<file path="src/lts_defines.vh">
// constants for the transmit status flag bank: offsets, bit positions, resets, timing
// assumes inclusion by every design file of the bank; definitions only
`ifndef LTS_DEFINES_VH
`define LTS_DEFINES_VH

// register offsets on the plain register port
`define LTS_ADDR_W             4
`define LTS_OFF_TX_STATUS      4'h0
`define LTS_OFF_TX_INT_MASK    4'h2
`define LTS_OFF_COLL_COUNTER   4'h4
`define LTS_OFF_SCOL_CONTROL   4'hB

// transmit status bit positions
`define LTS_BIT_OWN_RX         5
`define LTS_BIT_SHORT          4
`define LTS_BIT_JABBER         3
`define LTS_BIT_COLL           2
`define LTS_BIT_SCOL           1
`define LTS_BIT_BUS_WR_ERR     0

// collision counter field and sixteen-collision control bits
`define LTS_CCNT_LSB           4
`define LTS_CCNT_W             4
`define LTS_SCC_BIT_SKIP       1
`define LTS_SCC_BIT_HALT       2

// reset values
`define LTS_RST_FLAGS          6'h00
`define LTS_RST_MASK           6'h00
`define LTS_RST_SCC            2'h0
`define LTS_RST_CCNT           4'h0

// host write ready timeout
`define LTS_CLK_PERIOD_NS      20
`define LTS_RDY_TIMEOUT_NS     2150
// 2150 ns at 20 ns per cycle, rounded down, sized to the timer counter
`define LTS_RDY_TIMEOUT_CYC    8'h6B
`define LTS_RDY_CNT_W          8

`endif

</file>
<file path="src/lts_tx_status.v">
// transmit status flag bank: six status flags, mask, collision count and control
// assumes engine event inputs are one-cycle pulses on sys_clk; host port on sys_clk
//
// Notes on behaviour
// [RULE1] The own-packet flag sets when our own packet comes back correctly and ignores writes.
// [RULE2] The own-packet flag clears itself whenever a new packet starts to go out.
// [RULE3] The short-packet flag sets on carrier loss mid-packet, clears at each start, ignores writes.
// [RULE4] The jabber flag sets when the watchdog stops an overlong transmission.
// [RULE5] Jabber, collision, sixteen-collision and bus-write-error clear on a written 1 only.
// [RULE6] The collision flag sets on every collision during a transmission.
// [RULE7] After a collision the packet is sent again until sixteen collisions have happened; the code retries after the sixteenth too if bits 2 and 1 are 0.
// [RULE8] The running collision count reads in bits 7 to 4 of the collision counter register.
// [RULE9] The sixteen-collision flag sets on sixteen collisions in a row for one packet.
// [RULE10] Bits 2 and 1 of the sixteen-collision control register pick what follows that error.
// [RULE11] The bus-write-error flag sets when a host write finds no room within 2.15 us.
// [RULE12] Host software treats the own-packet flag as a diagnostic only.
// [RULE13] The interrupt output rises when a set flag is enabled by its mask bit.
// [RULE14] Each write-one-to-clear flag stays set until the host clears it.
//
// Decided for this implementation: strobed register access and the address map.
`timescale 1ns/1ns
`include "lts_defines.vh"

module lts_tx_status #(
  parameter                      CNT_W       = `LTS_CCNT_W,
  parameter [`LTS_RDY_CNT_W-1:0] RDY_LIMIT   = `LTS_RDY_TIMEOUT_CYC
) (
  input  wire                   sys_clk,
  input  wire                   arst_n,
  input  wire [`LTS_ADDR_W-1:0] reg_addr,
  input  wire [7:0]             reg_wdata,
  input  wire                   reg_wr,
  input  wire                   reg_rd,
  output reg  [7:0]             reg_rdata,
  input  wire                   tx_start,
  input  wire                   own_rx_ok,
  input  wire                   carrier_lost,
  input  wire                   jabber_trip,
  input  wire                   collision,
  input  wire                   host_wr_req,
  input  wire                   tx_buf_full,
  output wire                   host_wr_ready,
  output wire                   host_wr_abort,
  output wire                   retry_req,
  output wire                   skip_pkt,
  output reg                    tx_halt,
  output reg                    int_out
);

  // flag vector, bits 5..0 of the transmit status register
  reg  [5:0]       flags_reg;
  reg  [5:0]       flags_next;
  reg  [5:0]       mask_reg;
  reg  [1:0]       scc_reg;
  reg              tx_active_reg;
  reg              halt_next;

  wire [CNT_W-1:0] coll_count;
  wire             scol_evt;
  wire             wr_err_evt;
  wire             tx_active;
  wire             wr_status;
  wire             wr_mask;
  wire             wr_scc;
  wire [5:0]       w1c;
  wire [5:0]       set_evt;

  // register read mux; unmapped offsets and bits 7..6 of the status read zero
  function [7:0] read_mux;
    input [`LTS_ADDR_W-1:0] addr;
    input [5:0]             flags;
    input [5:0]             mask;
    input [CNT_W-1:0]       count;
    input [1:0]             scc;
    begin
      case (addr)
        `LTS_OFF_TX_STATUS:    read_mux = {2'b00, flags};
        `LTS_OFF_TX_INT_MASK:  read_mux = {2'b00, mask};
        `LTS_OFF_COLL_COUNTER: read_mux = {count, 4'h0};
        `LTS_OFF_SCOL_CONTROL: read_mux = {5'b0_0000, scc, 1'b0};
        default:               read_mux = 8'h00;
      endcase
    end
  endfunction

  // one write strobe per writable register; the collision counter has none
  function wr_hit;
    input                   wr;
    input [`LTS_ADDR_W-1:0] addr;
    input [`LTS_ADDR_W-1:0] off;
    begin
      wr_hit = wr & (addr == off);
    end
  endfunction

  assign wr_status = wr_hit(reg_wr, reg_addr, `LTS_OFF_TX_STATUS);
  assign wr_mask   = wr_hit(reg_wr, reg_addr, `LTS_OFF_TX_INT_MASK);
  assign wr_scc    = wr_hit(reg_wr, reg_addr, `LTS_OFF_SCOL_CONTROL);

  // transmission window: from packet start until the packet is given up or halted
  assign tx_active = tx_active_reg | tx_start;

  // write-one-to-clear only on bits 3..0; bits 5 and 4 ignore writes [RULE1] [RULE3]
  assign w1c = wr_status ? {2'b00, reg_wdata[3:0]} : 6'h00;          // [RULE5]

  // hardware set events, one per flag
  assign set_evt[`LTS_BIT_OWN_RX]     = own_rx_ok;                    // [RULE1]
  assign set_evt[`LTS_BIT_SHORT]      = carrier_lost & tx_active;     // [RULE3]
  assign set_evt[`LTS_BIT_JABBER]     = jabber_trip;                  // [RULE4]
  assign set_evt[`LTS_BIT_COLL]       = collision & tx_active;        // [RULE6]
  assign set_evt[`LTS_BIT_SCOL]       = scol_evt;                     // [RULE9]
  assign set_evt[`LTS_BIT_BUS_WR_ERR] = wr_err_evt;                   // [RULE11]

  lts_coll_ctr #(
    .CNT_W      (CNT_W)
  ) u_coll (
    .sys_clk    (sys_clk),
    .arst_n     (arst_n),
    .tx_start   (tx_start),
    .collision  (collision & tx_active),
    .mode_skip  (scc_reg[0]),
    .mode_halt  (scc_reg[1]),
    .coll_count (coll_count),
    .retry_req  (retry_req),
    .skip_pkt   (skip_pkt),
    .scol_evt   (scol_evt)
  );

  lts_ready_timer #(
    .LIMIT         (RDY_LIMIT)
  ) u_rdy (
    .sys_clk       (sys_clk),
    .arst_n        (arst_n),
    .host_wr_req   (host_wr_req),
    .tx_buf_full   (tx_buf_full),
    .host_wr_ready (host_wr_ready),
    .host_wr_abort (host_wr_abort),
    .timeout_evt   (wr_err_evt)
  );

  // flag update; a set event in the same cycle as a clear always wins
  always @* begin
    flags_next = flags_reg;
    // own-packet and short-packet flags drop at each packet start [RULE2] [RULE3]
    if (tx_start) begin
      flags_next[`LTS_BIT_OWN_RX] = 1'b0;
      flags_next[`LTS_BIT_SHORT]  = 1'b0;
    end
    // sticky bits fall only on a written 1 [RULE14]
    flags_next = flags_next & ~w1c;                                   // [RULE5]
    flags_next = flags_next | set_evt;
  end

  always @(posedge sys_clk or negedge arst_n) begin
    if (!arst_n) begin
      flags_reg <= `LTS_RST_FLAGS;
    end else begin
      flags_reg <= flags_next;
    end
  end

  // software-written mask and sixteen-collision control
  always @(posedge sys_clk or negedge arst_n) begin
    if (!arst_n) begin
      mask_reg <= `LTS_RST_MASK;
      scc_reg  <= `LTS_RST_SCC;
    end else begin
      if (wr_mask) begin
        mask_reg <= reg_wdata[5:0];
      end
      if (wr_scc) begin
        scc_reg <= {reg_wdata[`LTS_SCC_BIT_HALT], reg_wdata[`LTS_SCC_BIT_SKIP]}; // [RULE10]
      end
    end
  end

  // packet in flight: opened by start, closed when skipped or halted
  always @(posedge sys_clk or negedge arst_n) begin
    if (!arst_n) begin
      tx_active_reg <= 1'b0;
    end else if (tx_start) begin
      tx_active_reg <= 1'b1;
    end else if (skip_pkt || halt_next) begin
      tx_active_reg <= 1'b0;
    end
  end

  // halt after sixteen collisions holds until software clears that flag
  always @* begin
    halt_next = tx_halt;
    if (scol_evt && scc_reg[1] && !scc_reg[0]) begin
      halt_next = 1'b1;                                               // [RULE10]
    end else if (!flags_reg[`LTS_BIT_SCOL]) begin
      halt_next = 1'b0;
    end
  end

  always @(posedge sys_clk or negedge arst_n) begin
    if (!arst_n) begin
      tx_halt <= 1'b0;
    end else begin
      tx_halt <= halt_next;
    end
  end

  // interrupt from any set and enabled flag
  always @(posedge sys_clk or negedge arst_n) begin
    if (!arst_n) begin
      int_out <= 1'b0;
    end else begin
      int_out <= |(flags_next & mask_reg);                            // [RULE13]
    end
  end

  // read data valid only in the cycle after the read strobe
  always @(posedge sys_clk or negedge arst_n) begin
    if (!arst_n) begin
      reg_rdata <= 8'h00;
    end else if (reg_rd) begin
      reg_rdata <= read_mux(reg_addr, flags_reg, mask_reg, coll_count, scc_reg); // [RULE8]
    end else begin
      reg_rdata <= 8'h00;
    end
  end

endmodule // lts_tx_status

</file>
<file path="src/lts_ready_timer.v">
// host write ready timer: watches one pending host write of transmit data
// assumes host_wr_req is a level on sys_clk held until ready or abort
`timescale 1ns/1ns
`include "lts_defines.vh"

module lts_ready_timer #(
  parameter [`LTS_RDY_CNT_W-1:0] LIMIT = `LTS_RDY_TIMEOUT_CYC
) (
  input  wire       sys_clk,
  input  wire       arst_n,
  input  wire       host_wr_req,
  input  wire       tx_buf_full,
  output wire       host_wr_ready,
  output reg        host_wr_abort,
  output reg        timeout_evt
);

  localparam [2:0] ST_IDLE  = 3'b001;
  localparam [2:0] ST_WAIT  = 3'b010;
  localparam [2:0] ST_ABORT = 3'b100;

  reg [2:0]                state_reg;
  reg [2:0]                state_next;
  reg [`LTS_RDY_CNT_W-1:0] cnt_reg;

  // ready only while a write is pending, room exists and it was not given up
  assign host_wr_ready = host_wr_req & ~tx_buf_full & ~state_reg[2];

  always @* begin
    case (state_reg)
      ST_IDLE:  state_next = (host_wr_req & tx_buf_full) ? ST_WAIT : ST_IDLE;
      ST_WAIT: begin
        if (!host_wr_req || !tx_buf_full)
          state_next = ST_IDLE;
        else if (cnt_reg == LIMIT - 8'h01)
          state_next = ST_ABORT;
        else
          state_next = ST_WAIT;
      end
      ST_ABORT: state_next = host_wr_req ? ST_ABORT : ST_IDLE;
      default:  state_next = ST_IDLE;
    endcase
  end

  always @(posedge sys_clk or negedge arst_n) begin
    if (!arst_n) begin
      state_reg     <= ST_IDLE;
      cnt_reg       <= 8'h00;
      host_wr_abort <= 1'b0;
      timeout_evt   <= 1'b0;
    end else begin
      state_reg     <= state_next;
      cnt_reg       <= (state_next == ST_WAIT) ? cnt_reg + 8'h01 : 8'h00;
      // one pulse when the wait for room has run out [RULE11]
      timeout_evt   <= state_reg[1] & (state_next == ST_ABORT);
      host_wr_abort <= state_reg[1] & (state_next == ST_ABORT);
    end
  end

endmodule // lts_ready_timer

</file>
<file path="src/lts_coll_ctr.v">
// per-packet collision counter with sixteen-collision decision
// assumes one-cycle pulses for tx_start and collision on sys_clk
`timescale 1ns/1ns
`include "lts_defines.vh"

module lts_coll_ctr #(
  parameter CNT_W = `LTS_CCNT_W
) (
  input  wire             sys_clk,
  input  wire             arst_n,
  input  wire             tx_start,
  input  wire             collision,
  input  wire             mode_skip,
  input  wire             mode_halt,
  output reg  [CNT_W-1:0] coll_count,
  output reg              retry_req,
  output reg              skip_pkt,
  output reg              scol_evt
);

  wire last_try;

  assign last_try = &coll_count;

  always @(posedge sys_clk or negedge arst_n) begin
    if (!arst_n) begin
      coll_count <= `LTS_RST_CCNT;
      retry_req  <= 1'b0;
      skip_pkt   <= 1'b0;
      scol_evt   <= 1'b0;
    end else begin
      retry_req <= 1'b0;
      skip_pkt  <= 1'b0;
      scol_evt  <= 1'b0;
      if (collision) begin
        coll_count <= coll_count + {{(CNT_W-1){1'b0}}, 1'b1}; // [RULE8]
        if (last_try) begin
          scol_evt  <= 1'b1;                                  // [RULE9]
          // behaviour after the sixteenth collision [RULE10]
          skip_pkt  <= mode_skip;
          retry_req <= ~mode_skip & ~mode_halt;
        end else begin
          retry_req <= 1'b1;                                  // [RULE7]
        end
      end else if (tx_start) begin
        coll_count <= {CNT_W{1'b0}};
      end
    end
  end

endmodule // lts_coll_ctr

</file>
<file path="config.mk">
export PLATFORM = sky130hd
export DESIGN_NAME = lts_tx_status
export DESIGN_NICKNAME = d
export VERILOG_FILES = /design/src/lts_tx_status.v /design/src/lts_ready_timer.v /design/src/lts_coll_ctr.v
export VERILOG_INCLUDE_DIRS = /design/src
export SDC_FILE = /design/constraint.sdc
export NUM_CORES = 1
export LEC_CHECK = 0
export BUFFER_PORTS_ARGS = -buffer_cell sky130_fd_sc_hd__buf_2
export CORE_MARGIN = 8
export CORE_UTILIZATION = 54
export DETAILED_ROUTE_END_ITERATION = 8
export HOLD_SLACK_MARGIN = 0.08
export PLACE_DENSITY = 0.78
export SKIP_CTS_REPAIR_TIMING = 1
export SLEW_MARGIN = 5
export SYNTH_ARGS = -nofsm -noshare
export SYNTH_HDL_FRONTEND = slang
export SYNTH_SLANG_ARGS = --single-unit
</file>
<file path="constraint.sdc">
create_clock -name sys_clk -period 2.3 [get_ports sys_clk]
set_clock_uncertainty 0.2 [all_clocks]
set_input_delay 0.23 -clock sys_clk [delete_from_list [all_inputs] [get_ports sys_clk]]
set_output_delay 0.23 -clock sys_clk [all_outputs]
set_load 0.005 [all_outputs]
</file>
Word level (Yosys, flattened, before mapping)
Index checks and enable logic that the tools add are counted.
{"block": "classes", "add_sub_neg": 2, "n_eq_ne": 9, "muxes": 22, "n_bitwise": 19, "reduce_logical": 12}
{"cell": "one-hot mux 8 bit (4 select lines)", "n": 1}
{"cell": "2-to-1 mux 8 bit", "n": 2}
{"cell": "AND 6 bit", "n": 2}
{"cell": "2-to-1 mux 4 bit", "n": 3}
{"cell": "AND 1 bit", "n": 10}
{"cell": "2-to-1 mux 1 bit", "n": 10}
{"cell": "2-to-1 mux 3 bit", "n": 3}
{"cell": "one-hot mux 3 bit (3 select lines)", "n": 1}
{"cell": "adder 8 x 1 -> 8 bit, second input constant", "n": 1}
{"cell": "equality test 8 x 7 -> 1 bit, second input constant", "n": 1}
{"cell": "equality test 3 x 2 -> 1 bit, second input constant", "n": 2}
{"cell": "equality test 3 bit, second input constant", "n": 2}
{"cell": "NOT 4 -> 6 bit", "n": 1}
{"cell": "bitwise OR 6 bit", "n": 1}
{"cell": "OR reduction 6 bit", "n": 1}
{"cell": "adder 4 x 1 -> 4 bit, second input constant", "n": 1}
{"cell": "equality test 4 x 2 -> 1 bit, second input constant", "n": 1}
{"cell": "equality test 4 x 3 -> 1 bit, second input constant", "n": 1}
{"cell": "equality test 4 bit, second input constant", "n": 1}
{"cell": "zero test 4 bit", "n": 1}
{"cell": "2-to-1 mux 2 bit", "n": 2}
{"cell": "NOT 1 bit", "n": 4}
{"cell": "AND reduction 4 bit", "n": 1}
{"cell": "nonzero test 2 bit", "n": 2}
{"cell": "other kinds (5)", "n": 9}
{"block": "word_totals", "ff_bits": 44, "output_inout_bits": 14}

Depth between registers and ports, before layout
{"block": "logic_depth", "word_depth": 8, "mapped_depth": 6}

Cells and area by module
Synthesis repeated with hierarchy kept, for this count alone.
{"block": "hier_totals", "hier_cells": 171, "area_unflattened_um2": 2025.7}
{"module": "lts_tx_status", "instances": 1, "cells_each": 90, "area_per_inst_um2": 1112.3}
{"module": "lts_ready_timer", "instances": 1, "cells_each": 56, "area_per_inst_um2": 606.8}
{"module": "lts_coll_ctr", "instances": 1, "cells_each": 25, "area_per_inst_um2": 306.5}

Worst setup path after synthesis
Ideal clock, no wire load.
{"block": "synth_path", "kind": "reg-to-reg", "from": "reg u_rdy.cnt_reg[0]", "to": "reg u_rdy.cnt_reg[2]", "t_arrival_ns": 1.362, "required_ns": 1.967, "slack_ns": 0.605, "stages_incl_launch_ff": 7, "path_cell_list": "dfrtp_1 > inv_1 > ha_1 > nand3b_1 > o41a_1 > o211ai_2 > nor2_1"}
{"block": "synth_between", "elab_chain_cells": 6, "elab_cells_between_ends": 7, "classes_between": "1 x add/sub; 2 x eq/ne; 4 x mux"}
{"element": "from (decl)", "line_no": "lts_ready_timer.v:24", "rtl": "reg [`LTS_RDY_CNT_W-1:0] cnt_reg;"}
{"element": "from (signal assigned)", "line_no": "lts_ready_timer.v:53", "rtl": "cnt_reg <= (state_next == ST_WAIT) ? cnt_reg + 8'h01 : 8'h00;"}
{"element": "equality test 8 x 7 -> 1 bit", "line_no": "lts_ready_timer.v:35", "rtl": "else if (cnt_reg == LIMIT - 8'h01)"}
{"element": "2-to-1 mux 3 bit", "line_no": "lts_ready_timer.v:35"}
{"element": "2-to-1 mux 3 bit", "line_no": "lts_ready_timer.v:33", "rtl": "if (!host_wr_req || !tx_buf_full)"}
{"element": "one-hot mux 3 bit (3 select lines)", "line_no": "lts_ready_timer.v:30", "rtl": "case (state_reg)"}
{"element": "equality test 3 x 2 -> 1 bit", "line_no": "lts_ready_timer.v:53"}
{"element": "2-to-1 mux 8 bit (*)", "line_no": "lts_ready_timer.v:53"}
Mark *: on every way between the ends. The rest lies on a longest branch, timed or not.
A chain may end at the register's enable or synchronous reset.

Worst setup path after layout
{"block": "layout_path", "from": "in tx_start", "to": "reg flags_reg[4]"}
{"block": "layout_between", "elab_chain_cells": 3, "elab_cells_between_ends": 5, "classes_between": "1 x mux; 4 x bitwise"}
{"element": "from (decl)", "line_no": "lts_tx_status.v:35", "rtl": "input wire tx_start,"}
{"element": "2-to-1 mux 2 bit / bitwise OR 1 bit (equally long branches)", "line_no": "lts_tx_status.v:145, lts_tx_status.v:101"}
{"element": "AND 6 bit / AND 1 bit (equally long branches)", "line_no": "lts_tx_status.v:150, lts_tx_status.v:108"}
{"element": "bitwise OR 6 bit (*)", "line_no": "lts_tx_status.v:151", "rtl": "flags_next = flags_next | set_evt;"}
{"element": "net flags_next[4]", "line_no": "lts_tx_status.v:52", "rtl": "reg [5:0] flags_next;"}
{"element": "to (signal assigned)", "line_no": "lts_tx_status.v:156", "rtl": "flags_reg <= `LTS_RST_FLAGS;"}
{"element": "to (signal assigned)", "line_no": "lts_tx_status.v:158", "rtl": "flags_reg <= flags_next;"}
{"element": "to (decl)", "line_no": "lts_tx_status.v:51", "rtl": "reg [5:0] flags_reg;"}
Mark *: on every way through the listed nets, which the timed path passes. The rest lies on a longest branch.

==> results.cfg <==
[sta]
final.period_utilization = 1.027
max_slew_margin = 0.5117
drv_slew = 0
setup-tns-final_ps = -61.75
tightest_slew_ps = 725.8
setup_viol = 1
hold_viol = 0
period_needed_ps = 2362
fin_ws_ps = -61.75
max_freq_ghz = 0.4234
hold_ws_ps = 148.1

[global_route]
grt_pass1_vias = 1536
grt_start_max_net_pins = 45
track_usage = 0.1428
grt_pass1_wl_um = 6796
overflow = 0
antenna_found_initial = 0

[die]
die_w_um = 76.01
core_area_um2 = 3551
initial_core_util = 0.5476
row_count = 22
die_area_um2 = 5777
die_h_um = 76.01
io_pins = 37

[route]
wl_per_cell_um = 15.04
drt_first_iter_violations = 95
via_per_inst = 5.403
drc = 0
via_count = 1529
antenna_left = 0
wl_um = 4255
dr.pass1.iters = 5

[yosys]
synth_top_cell_by_area = dfrtp_1
ys_top_cells_by_area = dfrtp_1 (55%), mux2_2 (5.2%), nor2_1 (4.2%)
synthCells = 173
netlist_area_um2 = 1944
synth_cell_types = 39
ys_warn_count = 0
synth_ff_type = dfrtp_1
yosysMostFrequentCell = dfrtp_1
avgSynthCellArea_um2 = 11.24
synth_top_area_share = 0.5534
synth_nets = 199
synthArstFlopShare = 1.000
ys_seq_elements = 44
synth_edf_count = 0
seq_area_frac_synth = 0.5669
ys_top_cells_by_count = dfrtp_1 (43), nor2_1 (22), nand2_1 (11)

[critical_path]
end_kind = flip-flop
cp.arrival_ps = 2400
crit_required_ps = 2340
crit_type = in -> reg
cp_max_fo = 6
crit_path_start_kind = input pin

[worst_hold_path]
hold_class = in -> reg

[placement]
gp_congestion = 0.8313
hpwl_um = 2979
port_buffers = 34

[clock_tree]
cts_tree = built
cts.sinks = 44
h-tree-depth = 2
numCtsBuffers = 5
cts_root_buf = clkbuf_4
clk_pin_slew_ps = 120
cts_buffer_depth = 2
clk-insertion-delay-late_ps = 340

[finish]
insertedDiodeCount = 0
syn_to_final_growth_pct = 26.00
finalNetCount = 261
layout-drive-gt1-share = 0.2383

[power]
power_w = 0.001534
p_per_area_nw_per_um2 = 626.0
ir_worst_vdd_mv = 0.4202
p_leak_nw = 1.122

[run_status]
violations = negative setup slack
status = finished, violations left

[job]
cap_violations = 0
-- cell type report --
class                   count  area (um2)
well taps                  48       60.06
flip-flops and latches     44        1102
clock buffers               7       65.06
fillers                   256        1101
repair buffers             56       387.9
inverters                  10       37.54
multi-input cells         118       797.0
-- path summary, 6_finish.rpt --
check | start | end | slack [ps] | depth (start not counted)
min in group asynchronous | arst_n | reg_rdata[6] | 280 | 3
worst min-delay path | tx_buf_full | u_rdy.host_wr_abort | 150 | 4
max in group asynchronous | arst_n | u_rdy.state_reg[0] | 1240 | 3
worst max-delay path | tx_start | flags_reg[4] | -60 | 6
worst max register to register | tx_active_reg | flags_reg[4] | 80 | 4
worst min register to register | u_rdy.cnt_reg[0] | u_rdy.cnt_reg[0] | 340 | 1
-- per-layer routing --
| layer | global-route usage | part of all wire | up-vias |
|---|---|---|---|
| met5 | 0 | 0 | - |
| met4 | 0.06078 | 0.010 | 0 |
| met3 | 0.05071 | 0.061 | 6 |
| met2 | 0.2374 | 0.50 | 49 |
| met1 | 0.1611 | 0.42 | 735 |
| li1 | - | - | 739 |
-- logic make-up (layout without fill, tap and decap cells) --
group	after synthesis	after routing	share of synthesized area
AO/OA/AOI/OAI	34	34	0.1236
XOR/XNOR	7	7	0.03153
adder cells (fa/ha/maj)	3	3	0.01931
buffers and inverters	11	73	0.02317
flip-flops	44	44	0.5669
multiplexers	10	10	0.05727
AND/OR/NAND/NOR	64	64	0.1783
-- cells in the final DEF, fill, tap and decap left out, types with 2 or more instances in the layout --
master          n
a21o_1          2
a21oi_1         3
a222oi_1        2
a22oi_1         5
a41oi_1         3
and4_1          2
buf_2          34
clkbuf_4        5
clkbuf_8        2
dfrtp_1        43
dlygate4sd3_1  21
ha_1            3
inv_1          10
mux2_2          9
nand2_1        11
nand2b_1        3
nand3_1        10
nor2_1         22
nor2b_1         3
nor3_1          2
nor3b_1         2
nor4_1          2
o21ai_0        10
o31ai_1         2
xnor2_1         4
xor2_1          3
-- worst max-delay path: stages --
cell	delay [ps]
dlygate4sd3_1	550
buf_2	160
o21ai_0	160
dlygate4sd3_1	560
o21ai_0	140
dlygate4sd3_1	600
-- metrics by stage --
stage	instances	area, um2	util	setup WS, ps
finish	283	2450	0.6899	-61.75
detailed placement	255	2175	0.6124	443.8
global placement	255	2175	0.6124	488.1
global route	283	2450	0.6899	-39.42
CTS	262	2240	0.6307	425.5
floorplan	173	1944	-	604.7
-- power by group --
| group | total (W) | switching [W] | internal (W) |
|---|---|---|---|
| Clock | 0.000398 | 0.000224 | 0.000174 |
| Sequential | 0.000902 | 0.0000625 | 0.000839 |
| Combinational | 0.000234 | 0.000106 | 0.000127 |
| Total | 0.00153 | 0.000393 | 0.00114 |
(Power assumes the default switching activity.)
